<file path="src/t2cs_consts.vh">
// constants of the second timer control and status block
// assumes a 32-bit classic wishbone bus with byte addresses
`ifndef T2CS_CONSTS_VH
`define T2CS_CONSTS_VH

// register byte offsets
`define T2CS_OFF_FLAGS_EN   8'h00
`define T2CS_OFF_MODE_CFG   8'h04
`define T2CS_OFF_IRQ_STAT   8'h08
`define T2CS_OFF_IRQ_MASK   8'h0c
`define T2CS_OFF_COUNT      8'h10
`define T2CS_OFF_CMP_FIRST  8'h14
`define T2CS_OFF_CMP_SECOND 8'h18
`define T2CS_OFF_CMP_SEL    8'h1c

// flags and enables register fields
`define T2CS_B_CAP_F2       7
`define T2CS_B_CAP_F1       6
`define T2CS_B_CAP_IE       5
`define T2CS_B_CMP_F2       4
`define T2CS_B_CMP_F1       3
`define T2CS_B_CMP_IE       2
`define T2CS_B_OVF_F        1
`define T2CS_B_OVF_IE       0

// mode and configuration register fields
`define T2CS_B_PORT_RD      7
`define T2CS_B_CAP_EDGE     6
`define T2CS_B_EVT_EDGE     5
`define T2CS_B_PS_HI        4
`define T2CS_B_PS_LO        2
`define T2CS_B_MODE_HI      1
`define T2CS_B_MODE_LO      0

// interrupt status and mask fields
`define T2CS_I_OVF          0
`define T2CS_I_CMP          1
`define T2CS_I_CAP          2

// operating modes
`define T2CS_MODE_SOFT      2'h0
`define T2CS_MODE_PWM       2'h1
`define T2CS_MODE_CAPCMP    2'h2
`define T2CS_MODE_EVENT     2'h3

// reset values
`define T2CS_RST_FLAGS_EN   8'h00
`define T2CS_RST_MODE_CFG   8'h00
`define T2CS_RST_IRQ        3'h0
`define T2CS_RST_COUNT      16'h0000
`define T2CS_RST_CMP        16'hffff
`define T2CS_RST_PRE        7'h00

// counter limits
`define T2CS_COUNT_MAX      16'hffff

`endif

</file>
<file path="src/t2cs_top.v">
// control and status logic of the second 16-bit multi-function timer
// assumes classic wishbone master, pins synchronous to clk_i
//
// Notes on behaviour
// capture/compare mode, second capture input edge sets second capture flag.
// capture/compare mode, first capture input edge sets first capture flag.
// capture enable raises interrupt on each valid capture edge.
// counter equal to second compare value, when active, sets its flag.
// counter equal to first compare value, when active, sets its flag.
// compare enable raises interrupt on each match with active compare.
// counter wrap from ffff to 0000 sets overflow flag.
// overflow enable raises interrupt on each counter overflow.
// port read source bit picks pin levels (0) or data registers (1).
// software reads data registers only with port configured as output; the code has no port direction, read source bit 1 alone selects them.
// capture edge bit: 1 rising, 0 falling, for both capture inputs.
// event edge bit: 1 rising, 0 falling transitions are counted.
// prescale code divides system clock by two to the code.
// mode code: 00 software, 01 pwm, 10 capture/compare, 11 event.
// writing zero clears a flag; hardware set wins same cycle.
//
// Implementation choices: register access over Wishbone and the register offsets.

`include "t2cs_consts.vh"

module t2cs_top (
  input  wire        clk_i,                // system clock, 25 MHz
  input  wire        rst_i,                // synchronous reset, high
  input  wire        wb_cyc_i,             // bus cycle
  input  wire        wb_stb_i,             // bus strobe
  input  wire        wb_we_i,              // write enable
  input  wire [7:0]  wb_adr_i,             // byte address
  input  wire [3:0]  wb_sel_i,             // byte lanes
  input  wire [31:0] wb_dat_i,             // write data
  output reg  [31:0] wb_dat_o,             // read data
  output reg         wb_ack_o,             // acknowledge
  input  wire        capture_input_first_i, // first capture pin
  input  wire        capture_input_second_i, // second capture pin
  input  wire        event_count_input_i,  // external event pin
  input  wire [7:0]  port_pins_i,          // port pin levels
  input  wire [7:0]  port_data_i,          // port data register
  output reg  [7:0]  port_read_data_o,     // selected port read value
  output reg         port_read_source_o,   // copy of read source bit
  output reg  [15:0] timer_count_o,        // counter value
  output reg         irq_o                 // level interrupt
);

  // ---------------------------------------------------------------
  // functions
  // ---------------------------------------------------------------

  // edge test shared by capture and event inputs
  function edge_hit;
    input prev;
    input cur;
    input rise;
    begin
      if (rise) begin
        edge_hit = ~prev & cur;
      end else begin
        edge_hit = prev & ~cur;
      end
    end
  endfunction

  // low bits of the prescaler that must all be set for a tick
  function [6:0] ps_mask;
    input [2:0] code;
    begin
      case (code)
        3'h0:    ps_mask = 7'h00;
        3'h1:    ps_mask = 7'h01;
        3'h2:    ps_mask = 7'h03;
        3'h3:    ps_mask = 7'h07;
        3'h4:    ps_mask = 7'h0f;
        3'h5:    ps_mask = 7'h1f;
        3'h6:    ps_mask = 7'h3f;
        default: ps_mask = 7'h7f;
      endcase
    end
  endfunction

  // ---------------------------------------------------------------
  // state
  // ---------------------------------------------------------------
  reg  [7:0]  flags_q;      // flag bits of flags and enables register
  reg  [7:0]  flags_d;
  reg         cap_ie_q;
  reg         cmp_ie_q;
  reg         ovf_ie_q;
  reg  [7:0]  mode_cfg_q;
  reg  [2:0]  irq_stat_q;
  reg  [2:0]  irq_stat_d;
  reg  [2:0]  irq_mask_q;
  reg  [15:0] count_q;
  reg  [15:0] count_d;
  reg  [15:0] cmp_first_q;
  reg  [15:0] cmp_second_q;
  reg         cmp_sel_q;    // 0 first compare active, 1 second
  reg  [6:0]  pre_q;
  reg         cap1_prev_q;
  reg         cap2_prev_q;
  reg         evt_prev_q;

  wire [1:0]  mode       = mode_cfg_q[`T2CS_B_MODE_HI:`T2CS_B_MODE_LO];
  wire [2:0]  ps_code    = mode_cfg_q[`T2CS_B_PS_HI:`T2CS_B_PS_LO];
  wire        cap_rise   = mode_cfg_q[`T2CS_B_CAP_EDGE];
  wire        evt_rise   = mode_cfg_q[`T2CS_B_EVT_EDGE];
  wire        mode_capcmp = (mode == `T2CS_MODE_CAPCMP);
  wire        mode_event  = (mode == `T2CS_MODE_EVENT);

  // ---------------------------------------------------------------
  // bus decode
  // ---------------------------------------------------------------
  wire        req     = wb_cyc_i & wb_stb_i & ~wb_ack_o;
  wire        wr      = req & wb_we_i;
  wire        lane0   = wb_sel_i[0];
  wire        lane1   = wb_sel_i[1];
  reg         hit_fe;
  reg         hit_mc;
  reg         hit_is;
  reg         hit_im;
  reg         hit_cn;
  reg         hit_c1;
  reg         hit_c2;
  reg         hit_cs;

  always @* begin
    hit_fe = 1'b0;
    hit_mc = 1'b0;
    hit_is = 1'b0;
    hit_im = 1'b0;
    hit_cn = 1'b0;
    hit_c1 = 1'b0;
    hit_c2 = 1'b0;
    hit_cs = 1'b0;
    if (wb_adr_i == `T2CS_OFF_FLAGS_EN) begin
      hit_fe = 1'b1;
    end else if (wb_adr_i == `T2CS_OFF_MODE_CFG) begin
      hit_mc = 1'b1;
    end else if (wb_adr_i == `T2CS_OFF_IRQ_STAT) begin
      hit_is = 1'b1;
    end else if (wb_adr_i == `T2CS_OFF_IRQ_MASK) begin
      hit_im = 1'b1;
    end else if (wb_adr_i == `T2CS_OFF_COUNT) begin
      hit_cn = 1'b1;
    end else if (wb_adr_i == `T2CS_OFF_CMP_FIRST) begin
      hit_c1 = 1'b1;
    end else if (wb_adr_i == `T2CS_OFF_CMP_SECOND) begin
      hit_c2 = 1'b1;
    end else if (wb_adr_i == `T2CS_OFF_CMP_SEL) begin
      hit_cs = 1'b1;
    end
  end

  wire        wr_fe = wr & hit_fe & lane0;
  wire        wr_cn = wr & hit_cn;

  // ---------------------------------------------------------------
  // prescaler and counter
  // ---------------------------------------------------------------
  wire [6:0]  pmask   = ps_mask(ps_code);
  wire        ps_tick = ((pre_q & pmask) == pmask);
  wire        evt_hit = edge_hit(evt_prev_q, event_count_input_i,
                                 evt_rise);
  // event mode counts pin edges, every other mode counts ticks
  wire        advance = mode_event ? evt_hit : ps_tick;
  wire        wrap    = advance & (count_q == `T2CS_COUNT_MAX);

  always @* begin
    count_d = count_q;
    if (wr_cn) begin
      if (lane0) begin
        count_d[7:0] = wb_dat_i[7:0];
      end
      if (lane1) begin
        count_d[15:8] = wb_dat_i[15:8];
      end
    end else if (advance) begin
      count_d = count_q + 16'h0001;
    end
  end

  // match tested on the value just reached, so a stopped counter
  // sitting on the compare value raises one event, not a stream
  wire        cnt_step  = advance & ~wr_cn;
  wire        cmp1_evt  = cnt_step & ~cmp_sel_q &
                          (count_d == cmp_first_q);
  wire        cmp2_evt  = cnt_step & cmp_sel_q &
                          (count_d == cmp_second_q);
  wire        ovf_evt   = cnt_step & wrap;

  // ---------------------------------------------------------------
  // capture inputs
  // ---------------------------------------------------------------
  wire        cap1_evt = mode_capcmp &
                         edge_hit(cap1_prev_q, capture_input_first_i,
                                  cap_rise);
  wire        cap2_evt = mode_capcmp &
                         edge_hit(cap2_prev_q, capture_input_second_i,
                                  cap_rise);

  // ---------------------------------------------------------------
  // sticky flags
  // ---------------------------------------------------------------
  wire [7:0]  flag_set;
  wire [7:0]  flag_clr;
  wire [7:0]  flag_bits;

  assign flag_set = {cap2_evt, cap1_evt, 1'b0, cmp2_evt, cmp1_evt,
                     1'b0, ovf_evt, 1'b0};
  assign flag_bits = 8'hda;
  // writing zero to a flag clears it; writing one leaves it alone
  assign flag_clr = {8{wr_fe}} & ~wb_dat_i[7:0];

  genvar gi;
  generate
    for (gi = 0; gi < 8; gi = gi + 1) begin : g_flag
      always @* begin
        if (flag_bits[gi]) begin
          // set wins over a clear in the same cycle
          flags_d[gi] = flag_set[gi] |
                        (flags_q[gi] & ~flag_clr[gi]);
        end else begin
          flags_d[gi] = 1'b0;
        end
      end
    end
  endgenerate

  // ---------------------------------------------------------------
  // interrupt status, write one to clear, set wins
  // ---------------------------------------------------------------
  wire [2:0]  irq_evt;
  wire [2:0]  irq_clr;

  assign irq_evt[`T2CS_I_OVF] = ovf_evt & ovf_ie_q;
  assign irq_evt[`T2CS_I_CMP] = (cmp1_evt | cmp2_evt) & cmp_ie_q;
  assign irq_evt[`T2CS_I_CAP] = (cap1_evt | cap2_evt) & cap_ie_q;
  assign irq_clr = {3{wr & hit_is & lane0}} & wb_dat_i[2:0];

  always @* begin
    irq_stat_d = irq_evt | (irq_stat_q & ~irq_clr);
  end

  // ---------------------------------------------------------------
  // read mux
  // ---------------------------------------------------------------
  wire [7:0]  fe_view = {flags_q[7:6], cap_ie_q, flags_q[4:3],
                         cmp_ie_q, flags_q[1], ovf_ie_q};
  reg  [31:0] rd_data;

  always @* begin
    rd_data = 32'h0000_0000;
    if (hit_fe) begin
      rd_data[7:0] = fe_view;
    end else if (hit_mc) begin
      rd_data[7:0] = mode_cfg_q;
    end else if (hit_is) begin
      rd_data[2:0] = irq_stat_q;
    end else if (hit_im) begin
      rd_data[2:0] = irq_mask_q;
    end else if (hit_cn) begin
      rd_data[15:0] = count_q;
    end else if (hit_c1) begin
      rd_data[15:0] = cmp_first_q;
    end else if (hit_c2) begin
      rd_data[15:0] = cmp_second_q;
    end else if (hit_cs) begin
      rd_data[0] = cmp_sel_q;
    end
  end

  // ---------------------------------------------------------------
  // registers
  // ---------------------------------------------------------------
  always @(posedge clk_i) begin
    if (rst_i) begin
      flags_q            <= `T2CS_RST_FLAGS_EN;
      cap_ie_q           <= 1'b0;
      cmp_ie_q           <= 1'b0;
      ovf_ie_q           <= 1'b0;
      mode_cfg_q         <= `T2CS_RST_MODE_CFG;
      irq_stat_q         <= `T2CS_RST_IRQ;
      irq_mask_q         <= `T2CS_RST_IRQ;
      count_q            <= `T2CS_RST_COUNT;
      cmp_first_q        <= `T2CS_RST_CMP;
      cmp_second_q       <= `T2CS_RST_CMP;
      cmp_sel_q          <= 1'b0;
      pre_q              <= `T2CS_RST_PRE;
      cap1_prev_q        <= 1'b0;
      cap2_prev_q        <= 1'b0;
      evt_prev_q         <= 1'b0;
      wb_ack_o           <= 1'b0;
      wb_dat_o           <= 32'h0000_0000;
      irq_o              <= 1'b0;
      port_read_source_o <= 1'b0;
      port_read_data_o   <= 8'h00;
      timer_count_o      <= `T2CS_RST_COUNT;
    end else begin
      flags_q     <= flags_d;
      irq_stat_q  <= irq_stat_d;
      count_q     <= count_d;
      pre_q       <= pre_q + 7'h01;
      cap1_prev_q <= capture_input_first_i;
      cap2_prev_q <= capture_input_second_i;
      evt_prev_q  <= event_count_input_i;
      if (wr_fe) begin
        cap_ie_q <= wb_dat_i[`T2CS_B_CAP_IE];
        cmp_ie_q <= wb_dat_i[`T2CS_B_CMP_IE];
        ovf_ie_q <= wb_dat_i[`T2CS_B_OVF_IE];
      end
      if (wr & hit_mc & lane0) begin
        mode_cfg_q <= wb_dat_i[7:0];
      end
      if (wr & hit_im & lane0) begin
        irq_mask_q <= wb_dat_i[2:0];
      end
      if (wr & hit_c1) begin
        if (lane0) begin
          cmp_first_q[7:0] <= wb_dat_i[7:0];
        end
        if (lane1) begin
          cmp_first_q[15:8] <= wb_dat_i[15:8];
        end
      end
      if (wr & hit_c2) begin
        if (lane0) begin
          cmp_second_q[7:0] <= wb_dat_i[7:0];
        end
        if (lane1) begin
          cmp_second_q[15:8] <= wb_dat_i[15:8];
        end
      end
      if (wr & hit_cs & lane0) begin
        cmp_sel_q <= wb_dat_i[0];
      end
      // one wait state: ack in the cycle after the request is seen
      wb_ack_o <= req;
      if (req & ~wb_we_i) begin
        wb_dat_o <= rd_data;
      end else begin
        wb_dat_o <= 32'h0000_0000;
      end
      irq_o              <= |(irq_stat_d & irq_mask_q);
      port_read_source_o <= mode_cfg_q[`T2CS_B_PORT_RD];
      // data register view is only meaningful for output pins
      if (mode_cfg_q[`T2CS_B_PORT_RD]) begin
        port_read_data_o <= port_data_i;
      end else begin
        port_read_data_o <= port_pins_i;
      end
      timer_count_o <= count_d;
    end
  end

endmodule

</file>
<file path="config.mk">
export PLATFORM = sky130hd
export DESIGN_NAME = t2cs_top
export DESIGN_NICKNAME = d
export VERILOG_FILES = /design/src/t2cs_top.v
export VERILOG_INCLUDE_DIRS = /design/src
export SDC_FILE = /design/constraint.sdc
export NUM_CORES = 1
export LEC_CHECK = 0
export BUFFER_PORTS_ARGS = -buffer_cell sky130_fd_sc_hd__buf_2
export CORE_MARGIN = 10
export CORE_UTILIZATION = 55
export CTS_CLUSTER_DIAMETER = 60
export DETAILED_ROUTE_END_ITERATION = 12
export PLACE_DENSITY = 0.81
export SETUP_SLACK_MARGIN = 0.15
export SYNTH_ARGS = -nofsm -noshare
export SYNTH_HDL_FRONTEND = slang
export SYNTH_SLANG_ARGS = --single-unit
</file>
<file path="constraint.sdc">
create_clock -name clk_i -period 3.72 [get_ports clk_i]
set_input_delay 0.744 -clock clk_i [delete_from_list [all_inputs] [get_ports clk_i]]
set_output_delay 0.744 -clock clk_i [all_outputs]
set_load 0.02 [all_outputs]
</file>
==> flow_metrics.tcl, run 1 <==
set metrics [dict create \
    portBuffers 92 \
    htreeDepth 3 \
    synth_most_common_cell "dfxtp_1" \
    initial_core_util_pct 57.20 \
    synth_common_cells "dfxtp_1 (108), nor2_1 (85), nor2b_1 (44)" \
    endpoint_kind "flip-flop" \
    rows 36 \
    cts_tree "done" \
    synthAdderAreaFrac_pct 0.4415 \
    cp.arrival_ps 3780 \
    hold_class "reg2reg" \
    rsz0062_at_grt "false" \
    maxSlewViolCount 0 \
    yosys.area.top_type_share_pct 38.15 \
    drt_iter0_markers 615 \
    fillers 826 \
    slew_headroom_pct 56.85 \
    routed-via-count 5465 \
    synth_top_cell_by_area "dfxtp_1" \
    tns_ps 0 \
    grt_util_all_layers_pct 23.29 \
    cell_internal_pwr_uw 1532 \
    synth-compound-area-share_pct 16.95 \
    skew_ps 7.411 \
    startpoint "mode_cfg_q[1]" \
    max_freq_mhz 287.1 \
    die_width_um 121.5 \
    io_pins 127 \
    synth_area_leaders "dfxtp_1 (38%), mux2i_1 (7.6%), nor2_1 (5.6%)" \
    antenna_left 0 \
    synth_top_family_by_area "simple AND/OR/NAND/NOR gates" \
    gp_congestion 0.9554 \
    final_hold_viol_count 0 \
    min_from "wb_ack_o" \
    fp.dieH_um 121.5 \
    fin_area_um2 6822 \
    hold_ws_ps 460.2 \
    r2r-start "mode_cfg_q[1]" \
    reg2reg_slack_ps 240 \
    clkPwrFrac_pct 32.8 \
    outcome "finished, final reports clean" \
    cts_inserted_buffers 9 \
    first_pass_iters 7 \
    grt_antenna_before_repair 0 \
    avgViaCountPerCell 5.927 \
    dp_hpwl_um 13360 \
    syn_avg_cell_area_um2 8.680 \
    grt_max_degree 63 \
    diodes 0 \
    synth_enable_flop_cells 0 \
    routedWlPerCell_um 19.03 \
    path_clk_slew_ps 100 \
    start_kind "flip-flop" \
    drive_gt1_share_pct 25.98 \
    wl_um 17550 \
    synth-seq-cells 108 \
    ys_warn_count 0 \
    peakVddDrop_mv 0.2238 \
    p_sw_share_pct 26.22 \
    yosysUniqueCellTypes 63 \
    final_nets 855 \
    syn_area_um2 5668 \
    post-route-util_pct 68.84 \
    clock-root-buffer "clkbuf_8" \
    synthSimpleGateAreaFrac_pct 24.44 \
    power_frac_comb_pct 10.4 \
    grt_overflow 0 \
    clkLatencyLatePin_ps 380 \
    worstMarginPinSlew_ps 647.3 \
    cts.sinks 108 \
    remaining_drc_errors 0 \
    syn_inst 653 \
    cts_hold_buf 0 \
    power_leakage_uw 0.002737 \
    grt_pass1_vias 5311 \
    r2r_end "irq_o" \
    crit_required_ps 4020 \
    final.period_utilization_pct 93.62 \
    cts_buffer_depth 2 \
    place_area_um2 6569 \
    rr_worst_depth 10 \
    critical_path_class "reg2reg" \
    p_sw_uw 544.5 \
    grt_pass1_wl_um 27710 \
    async_flop_share_pct 0 \
    cp-endpoint "irq_o" \
    core_um2 9910 \
    setup_violations 0 \
    syn_to_final_growth_pct 20.35 \
    period_needed_ps 3483 \
    maxCapViolations 0 \
    yosysSeqAreaShare_pct 38.15 \
    power_density_nw_per_um2 304.5 \
    synth_xor_area_share_pct 5.408 \
    p_seq_share_pct 56.8 \
    synth_mux_area_share_pct 9.448 \
    dieArea_um2 14770 \
    critPathMaxFanout 5 \
    synth_ff_type "dfxtp_1" \
]
==> registers in the layout, summed over array words and instances (netlist names) <==
register and count:
cmp_ie_q 1, cmp_sel_q 1, ovf_ie_q 1, port_read_source_o 1, flags_q 5, irq_stat_q 3
irq_o 1, pre_q 7, wb_dat_o 16, cmp_second_q 16, wb_ack_o 1, cap2_prev_q 1
port_read_data_o 8, cmp_first_q 16, cap_ie_q 1, irq_mask_q 3, evt_prev_q 1, cap1_prev_q 1
mode_cfg_q 8, count_q 16
==> area by class of cell <==
| type | count | area, um2 | area share, % |
|---|---|---|---|
| clock buffer | 11 | 151.4 | 2.219 |
| multi-input combinational | 502 | 3332 | 48.84 |
| timing repair buffer | 157 | 948.4 | 13.90 |
| tap | 133 | 166.4 | 2.439 |
| sequential | 108 | 2165 | 31.73 |
| clock inverter | 4 | 32.53 | 0.4769 |
| inverter | 7 | 26.28 | 0.3852 |
==> cells in the final DEF (no fill, tap or decap), drive strengths merged, types with 8 or more instances in the layout <==
master    n
a211oi    8
dfxtp   108
inv       8
xnor2    19
nand2b   11
a211o    32
xor2     16
nor2     87
nand4     9
nor2b    44
nor3     16
and3      9
nand3    17
mux2i    43
buf     157
conb     16
a21oi    30
o21ai    23
clkbuf   11
nand2    40
==> worst max-delay path: stages, from the launching register on <==
cell       delay, ps
dfxtp_1          370
and2_4           200
or4_4            600
a2111oi_4        430
xnor2_1          210
a21oi_2          100
xor2_1           170
or4_1            610
nor4_4           350
nor2_2           110
o31ai_2          240
==> metrics by stage <==
step	cells	setup WS [ps]	total power, uW
after floorplan	668	236.4	1338
final	922	237.3	2077
after CTS	922	186.4	2087
after detailed placement	906	-271.6	1416
after global placement	906	-244.4	1411
after global routing	922	138.0	2152
==> logic make-up after synthesis <==
kind of cell | count (synthesis)
AND/OR/NAND/NOR | 269
AO/OA/AOI/OAI | 132
flip-flops | 108
buffers and inverters | 58
multiplexers | 48
XOR/XNOR | 35
adder cells (fa/ha/maj) | 2
other | 1
==> routing by layer <==
| layer | GRT usage, % | share of wire, % | wire, um |
|---|---|---|---|
| met2 | 37.69 | 47 | 8175 |
| met5 | 0 | 0 | 0 |
| met1 | 30.11 | 43 | 7573 |
| met3 | 4.979 | 8.4 | 1469 |
| met4 | 7.824 | 1.9 | 328 |
==> repair_timing <==
action                                  CTS  global route
pin swaps                                 0             2
gates cloned                              0             0
resized for setup                         2            11
endpoints found under the setup margin    1             2
setup buffers                             1             0
==> worst min-delay path by stage <==
stage                     cells after the start  slack [ps]       endpoint
after global routing                          1         490       wb_ack_o
after global placement                        1         430       wb_ack_o
after CTS                                     1         460       wb_ack_o
after floorplan                               2         450  irq_stat_q[0]
final                                         1         460       wb_ack_o
after detailed placement                      1         440       wb_ack_o
==> power by group through the flow <==
stage,Clock [uW],Combinational [uW],Sequential (uW)
after CTS,697,210,1180
after floorplan,0,122,1220
after global placement,0,205,1210
final,681,216,1180
after detailed placement,0,209,1210
after global routing,734,235,1180
Note: power is estimated with default switching activity, not from simulation.
==> inputs of run 2 (changes only) <==
--- a/config.mk
+++ b/config.mk
@@ -6,7 +6,7 @@
 export SDC_FILE = /design/constraint.sdc
 export NUM_CORES = 1
 export LEC_CHECK = 0
-export BUFFER_PORTS_ARGS = -buffer_cell sky130_fd_sc_hd__buf_2
+export BUFFER_PORTS_ARGS = -buffer_cell sky130_fd_sc_hd__buf_4
 export CORE_MARGIN = 10
 export CORE_UTILIZATION = 55
 export CTS_CLUSTER_DIAMETER = 60
==> run 2 against run 1 <==
  * Sequential power about the same
  * Final area increased by 2.6%
  * Critical path depth grew 1
  * Clock-buffer cell count is 1 lower
  * Worst hold slack better by 14 ps
  * Global-route usage is 0.32 points higher
  * Maximum frequency fell by 0.42%
  * Die area unchanged
  * Core utilization increased by 1.8 points
  * Critical path type is now in2reg
  * Highest routed layer unchanged
==> flow_metrics.tcl, run 2 (synthesis results as in run 1) <==
set metrics [dict create \
    wl_um 17600 \
    rsz0062_at_grt "false" \
    portBuffers 92 \
    io_pins 127 \
    clock-root-buffer "clkbuf_8" \
    cts.sinks 108 \
    grt_overflow 0 \
    critical_path_class "in2reg" \
    core_um2 9910 \
    first_pass_iters 5 \
    final_nets 846 \
    diodes 0 \
    rows 36 \
    dp_hpwl_um 13380 \
    remaining_drc_errors 0 \
    grt_antenna_before_repair 0 \
    cts_inserted_buffers 9 \
    initial_core_util_pct 57.20 \
    max_freq_mhz 285.9 \
    path_clk_slew_ps 110 \
    drt_iter0_markers 639 \
    outcome "finished, final reports clean" \
    routed-via-count 5371 \
    maxCapViolations 0 \
    endpoint_kind "flip-flop" \
    final_cell_mix "buf_4 (148), dfxtp_1 (105), nor2_1 (84)" \
    placed_cells_incl_taps 897 \
    crit_required_ps 4030 \
    setup_violations 0 \
    drive_gt1_share_pct 25.22 \
    slew_headroom_pct 61.26 \
    dieArea_um2 14770 \
    fin_cells 914 \
    avgViaCountPerCell 5.876 \
    power_frac_comb_pct 10.7 \
    grt_max_degree 50 \
    post-route-util_pct 70.66 \
    cts_tree "done" \
    p_sw_uw 561.5 \
    skew_ps 14.19 \
    gp_congestion 1.049 \
    p_sw_share_pct 25.93 \
    maxSlewViolCount 0 \
    final_hold_viol_count 0 \
    fp.dieH_um 121.5 \
    routedWlPerCell_um 19.26 \
    period_needed_ps 3497 \
    die_width_um 121.5 \
    power_density_nw_per_um2 309.3 \
    cp.arrival_ps 3810 \
    clkLatencyLatePin_ps 390 \
    cell_internal_pwr_uw 1604 \
    peakVddDrop_mv 0.2704 \
    final.period_utilization_pct 94.02 \
    syn_to_final_growth_pct 23.53 \
    start_kind "input port" \
    cts_buffer_depth 2 \
    power_leakage_uw 0.002758 \
    grt_pass1_wl_um 27740 \
    grt_util_all_layers_pct 23.61 \
    clkPwrFrac_pct 34.8 \
    worstMarginPinSlew_ps 576.7 \
    critPathMaxFanout 3 \
    fillers 839 \
    htreeDepth 3 \
    grt_pass1_vias 5125 \
    hold_class "reg2reg" \
    p_seq_share_pct 54.5 \
    antenna_left 0 \
    final_common_cell "buf_4" \
]
run 2: final cells by class:
type                       instances  area (um2)  area share (%)
inverter                           7       26.28          0.3753
clock buffer                      10       137.6           1.966
clock inverter                     6       68.82          0.9828
sequential                       108        2166           30.93
multi-input combinational        502        3326           47.50
timing repair buffer             148        1111           15.87
tap                              133       166.4           2.377
run 2: repair_timing:
| item | 4_1_cts | 5_1_grt |
|---|---|---|
| pin swaps | 2 | 3 |
| setup buffers | 0 | 1 |
| gates resized for setup | 5 | 10 |
| hold buffers | 0 | 0 |
| cloned | 0 | 0 |
| setup endpoints to repair | 1 | 3 |
run 2: final timing paths:
kind / from / end / slack [ps] / cells past startpoint
worst min register to register: wb_ack_o / wb_ack_o / 470 / 1
worst max-delay path: wb_adr_i[1] / irq_o / 220 / 11
worst max register to register: mode_cfg_q[2] / irq_o / 250 / 10
worst min-delay path: wb_ack_o / wb_ack_o / 470 / 1
run 2: critical path, cell delays in order:
cell	delay [ps]
buf_4	120
or4b_4	550
and4bb_2	340
nand2_2	100
mux2_4	330
o31ai_2	220
nand3_1	120
or4_1	580
nor4_4	330
nor2_2	120
o31ai_2	250
run 2: through the flow:
| step | worst slack, ps | area (um2) | hold WS [ps] | setup TNS, ps | total power (uW) |
|---|---|---|---|---|---|
| floorplan | 236.4 | 5724 | 446.7 | 0 | 1338 |
| global placement | -274.6 | 6731 | 439.5 | -566.1 | 1429 |
| detailed placement | -313.6 | 6731 | 455.5 | -777.0 | 1433 |
| CTS | 161.1 | 6959 | 474.7 | 0 | 2173 |
| global route | 130.7 | 7002 | 501.0 | 0 | 2248 |
| finish | 222.6 | 7002 | 473.9 | 0 | 2166 |
run 2: power by group through the flow:
stage,Sequential [uW],Clock (uW),Combinational (uW)
after floorplan,1220,0,122
after global placement,1210,0,223
after detailed placement,1210,0,227
after CTS,1180,765,228
after global routing,1180,817,249
final,1180,754,232
run 2: routing by layer:
metal | track usage, % | share of wire [%]
met2 | 37.31 | 47
met1 | 31.41 | 43
met5 | 0 | 0
met3 | 5.212 | 8.4
met4 | 7.303 | 1.7
==> inputs of run 3 (changes only) <==
--- a/config.mk
+++ b/config.mk
@@ -8,10 +8,10 @@
 export LEC_CHECK = 0
 export BUFFER_PORTS_ARGS = -buffer_cell sky130_fd_sc_hd__buf_4
 export CORE_MARGIN = 10
-export CORE_UTILIZATION = 55
+export CORE_UTILIZATION = 49
 export CTS_CLUSTER_DIAMETER = 60
 export DETAILED_ROUTE_END_ITERATION = 12
-export PLACE_DENSITY = 0.81
+export PLACE_DENSITY = 0.73
 export SETUP_SLACK_MARGIN = 0.15
 export SYNTH_ARGS = -nofsm -noshare
 export SYNTH_HDL_FRONTEND = slang
==> run 3 against run 2 <==
  * Combinational power barely moved
  * Clock-buffer cell count did not move
  * Critical path depth rose by 1
  * Setup slack got worse by 12 ps
  * Worst hold slack got worse by 9.5 ps
  * Largest power group unchanged
  * Register-to-register slack barely moved
  * Clock skew fell by 2.2 ps
  * Cell count rose by 2.0%
  * Non-clock buffer count rose by 8
  * Total power rose by 13%
==> flow_metrics.tcl, run 3 (synthesis results as in run 1) <==
set metrics [dict create \
    dp_hpwl_um 13230 \
    avgViaCountPerCell 5.783 \
    first_pass_iters 5 \
    maxCapViolations 0 \
    critPathMaxFanout 3 \
    io_pins 127 \
    final.period_utilization_pct 94.33 \
    path_clk_slew_ps 80 \
    crit_path_max_incr_delay_ps 560 \
    skew_ps 11.96 \
    critical_path_class "in2reg" \
    antenna_left 0 \
    peakVddDrop_mv 0.2784 \
    grt_antenna_before_repair 0 \
    cp.arrival_ps 3780 \
    clock-root-buffer "clkbuf_16" \
    setup_violations 0 \
    hold_class "reg2reg" \
    crit_required_ps 3990 \
    path_cells "buf_4 > or4b_4 > and4bb_2 > nand2_2 > mux2_4 > o31ai_2 > nand3_1 > or4_1 > nor4_2 > buf_4 > nor2_1 > o31ai_2" \
    period_needed_ps 3509 \
    die_width_um 127.6 \
    place_ws_ps -155.1 \
    reg2reg_slack_ps 260 \
    final_common_cell "buf_4" \
    cts_inserted_buffers 9 \
    drive_gt1_share_pct 25.73 \
    remaining_drc_errors 0 \
    cp_slowest_cell "or4b_4" \
    fp.dieH_um 127.6 \
    grt_util_all_layers_pct 21.07 \
    routed-via-count 5390 \
    cts_buffer_depth 2 \
    start_kind "input port" \
    htreeDepth 3 \
    final_nets 854 \
    routedWlPerCell_um 18.79 \
    fillers 992 \
    endpoint_kind "flip-flop" \
    critical_path_buf_inv_count 2 \
    cts.sinks 108 \
    cts_tree "done" \
    outcome "finished, final reports clean" \
    power_leakage_uw 0.002819 \
    portBuffers 92 \
    initial_core_util_pct 49.85 \
    dieArea_um2 16270 \
    setup_ws_ps 210.9 \
    maxSlewViolCount 0 \
    cp_top_family "simple AND/OR/NAND/NOR gates" \
    clkLatencyLatePin_ps 360 \
    max_freq_mhz 285.0 \
    rsz0062_at_grt "false" \
    gp_congestion 0.9468 \
    worstMarginPinSlew_ps 564.9 \
    tns_ps 0 \
    wl_um 17510 \
    drt_iter0_markers 588 \
    grt_overflow 0 \
    core_um2 11370 \
    final_hold_viol_count 0 \
    grt_pass1_vias 5178 \
    rows 39 \
    final_cell_mix "buf_4 (156), dfxtp_1 (105), nor2_1 (85)" \
    diodes 0 \
    power_density_nw_per_um2 340.9 \
    syn_to_final_growth_pct 26.42 \
    grt_max_degree 54 \
    grt_pass1_wl_um 27610 \
    slew_headroom_pct 62.05 \
]
==> run 3: worst paths after layout <==
kind                      start  endpoint  cells after the start
hold reg to reg        wb_ack_o  wb_ack_o                      1
setup reg to reg  mode_cfg_q[3]     irq_o                     12
hold / removal         wb_ack_o  wb_ack_o                      1
setup / recovery    wb_adr_i[1]     irq_o                     12
==> run 3: timing repair <==
action / 4_1_cts / 5_1_grt
setup buffers: 0 / 1
resized for setup: 0 / 10
hold buffers: 0 / 0
endpoints found under the setup margin: 0 / 3
==> run 3: metal layers <==
layer  vias up  global-route usage, %  part of all wire, %  wire length (um)
li1       2562                      -                    -                 -
met1      2593                  27.19                   44              7748
met2       205                  33.82                   47              8311
met3        30                  3.846                  6.1              1068
met4         0                  8.841                  2.2               384
met5         -                      0                    0                 0
==> run 3: final cells by class <==
type / count / area [um2] / area share, %
clock inverter: 6 / 78.83 / 1.100
inverter: 7 / 26.28 / 0.3667
clock buffer: 10 / 239.0 / 3.335
tap: 143 / 178.9 / 2.497
sequential: 108 / 2166 / 30.23
multi-input combinational: 502 / 3306 / 46.13
timing repair buffer: 156 / 1171 / 16.34
==> run 3: power by group <==
| group | total, uW | switching, uW | internal [uW] |
|---|---|---|---|
| logic | 234 | 132 | 101 |
| registers | 1180 | 11.1 | 1170 |
| clock network | 1030 | 474 | 555 |
==> run 3: through the flow <==
stage | cell area, um2 | total power, uW | utilization [%] | cells | hold WS (ps)
finish | 7166 | 2443 | 63.02 | 932 | 464.4
global route | 7166 | 2522 | 63.02 | 932 | 499.3
CTS | 7122 | 2459 | 62.64 | 931 | 466.0
detailed placement | 6804 | 1436 | 59.84 | 915 | 455.8
global placement | 6804 | 1430 | 59.84 | 915 | 439.5
floorplan | 5724 | 1338 | - | 668 | 446.7
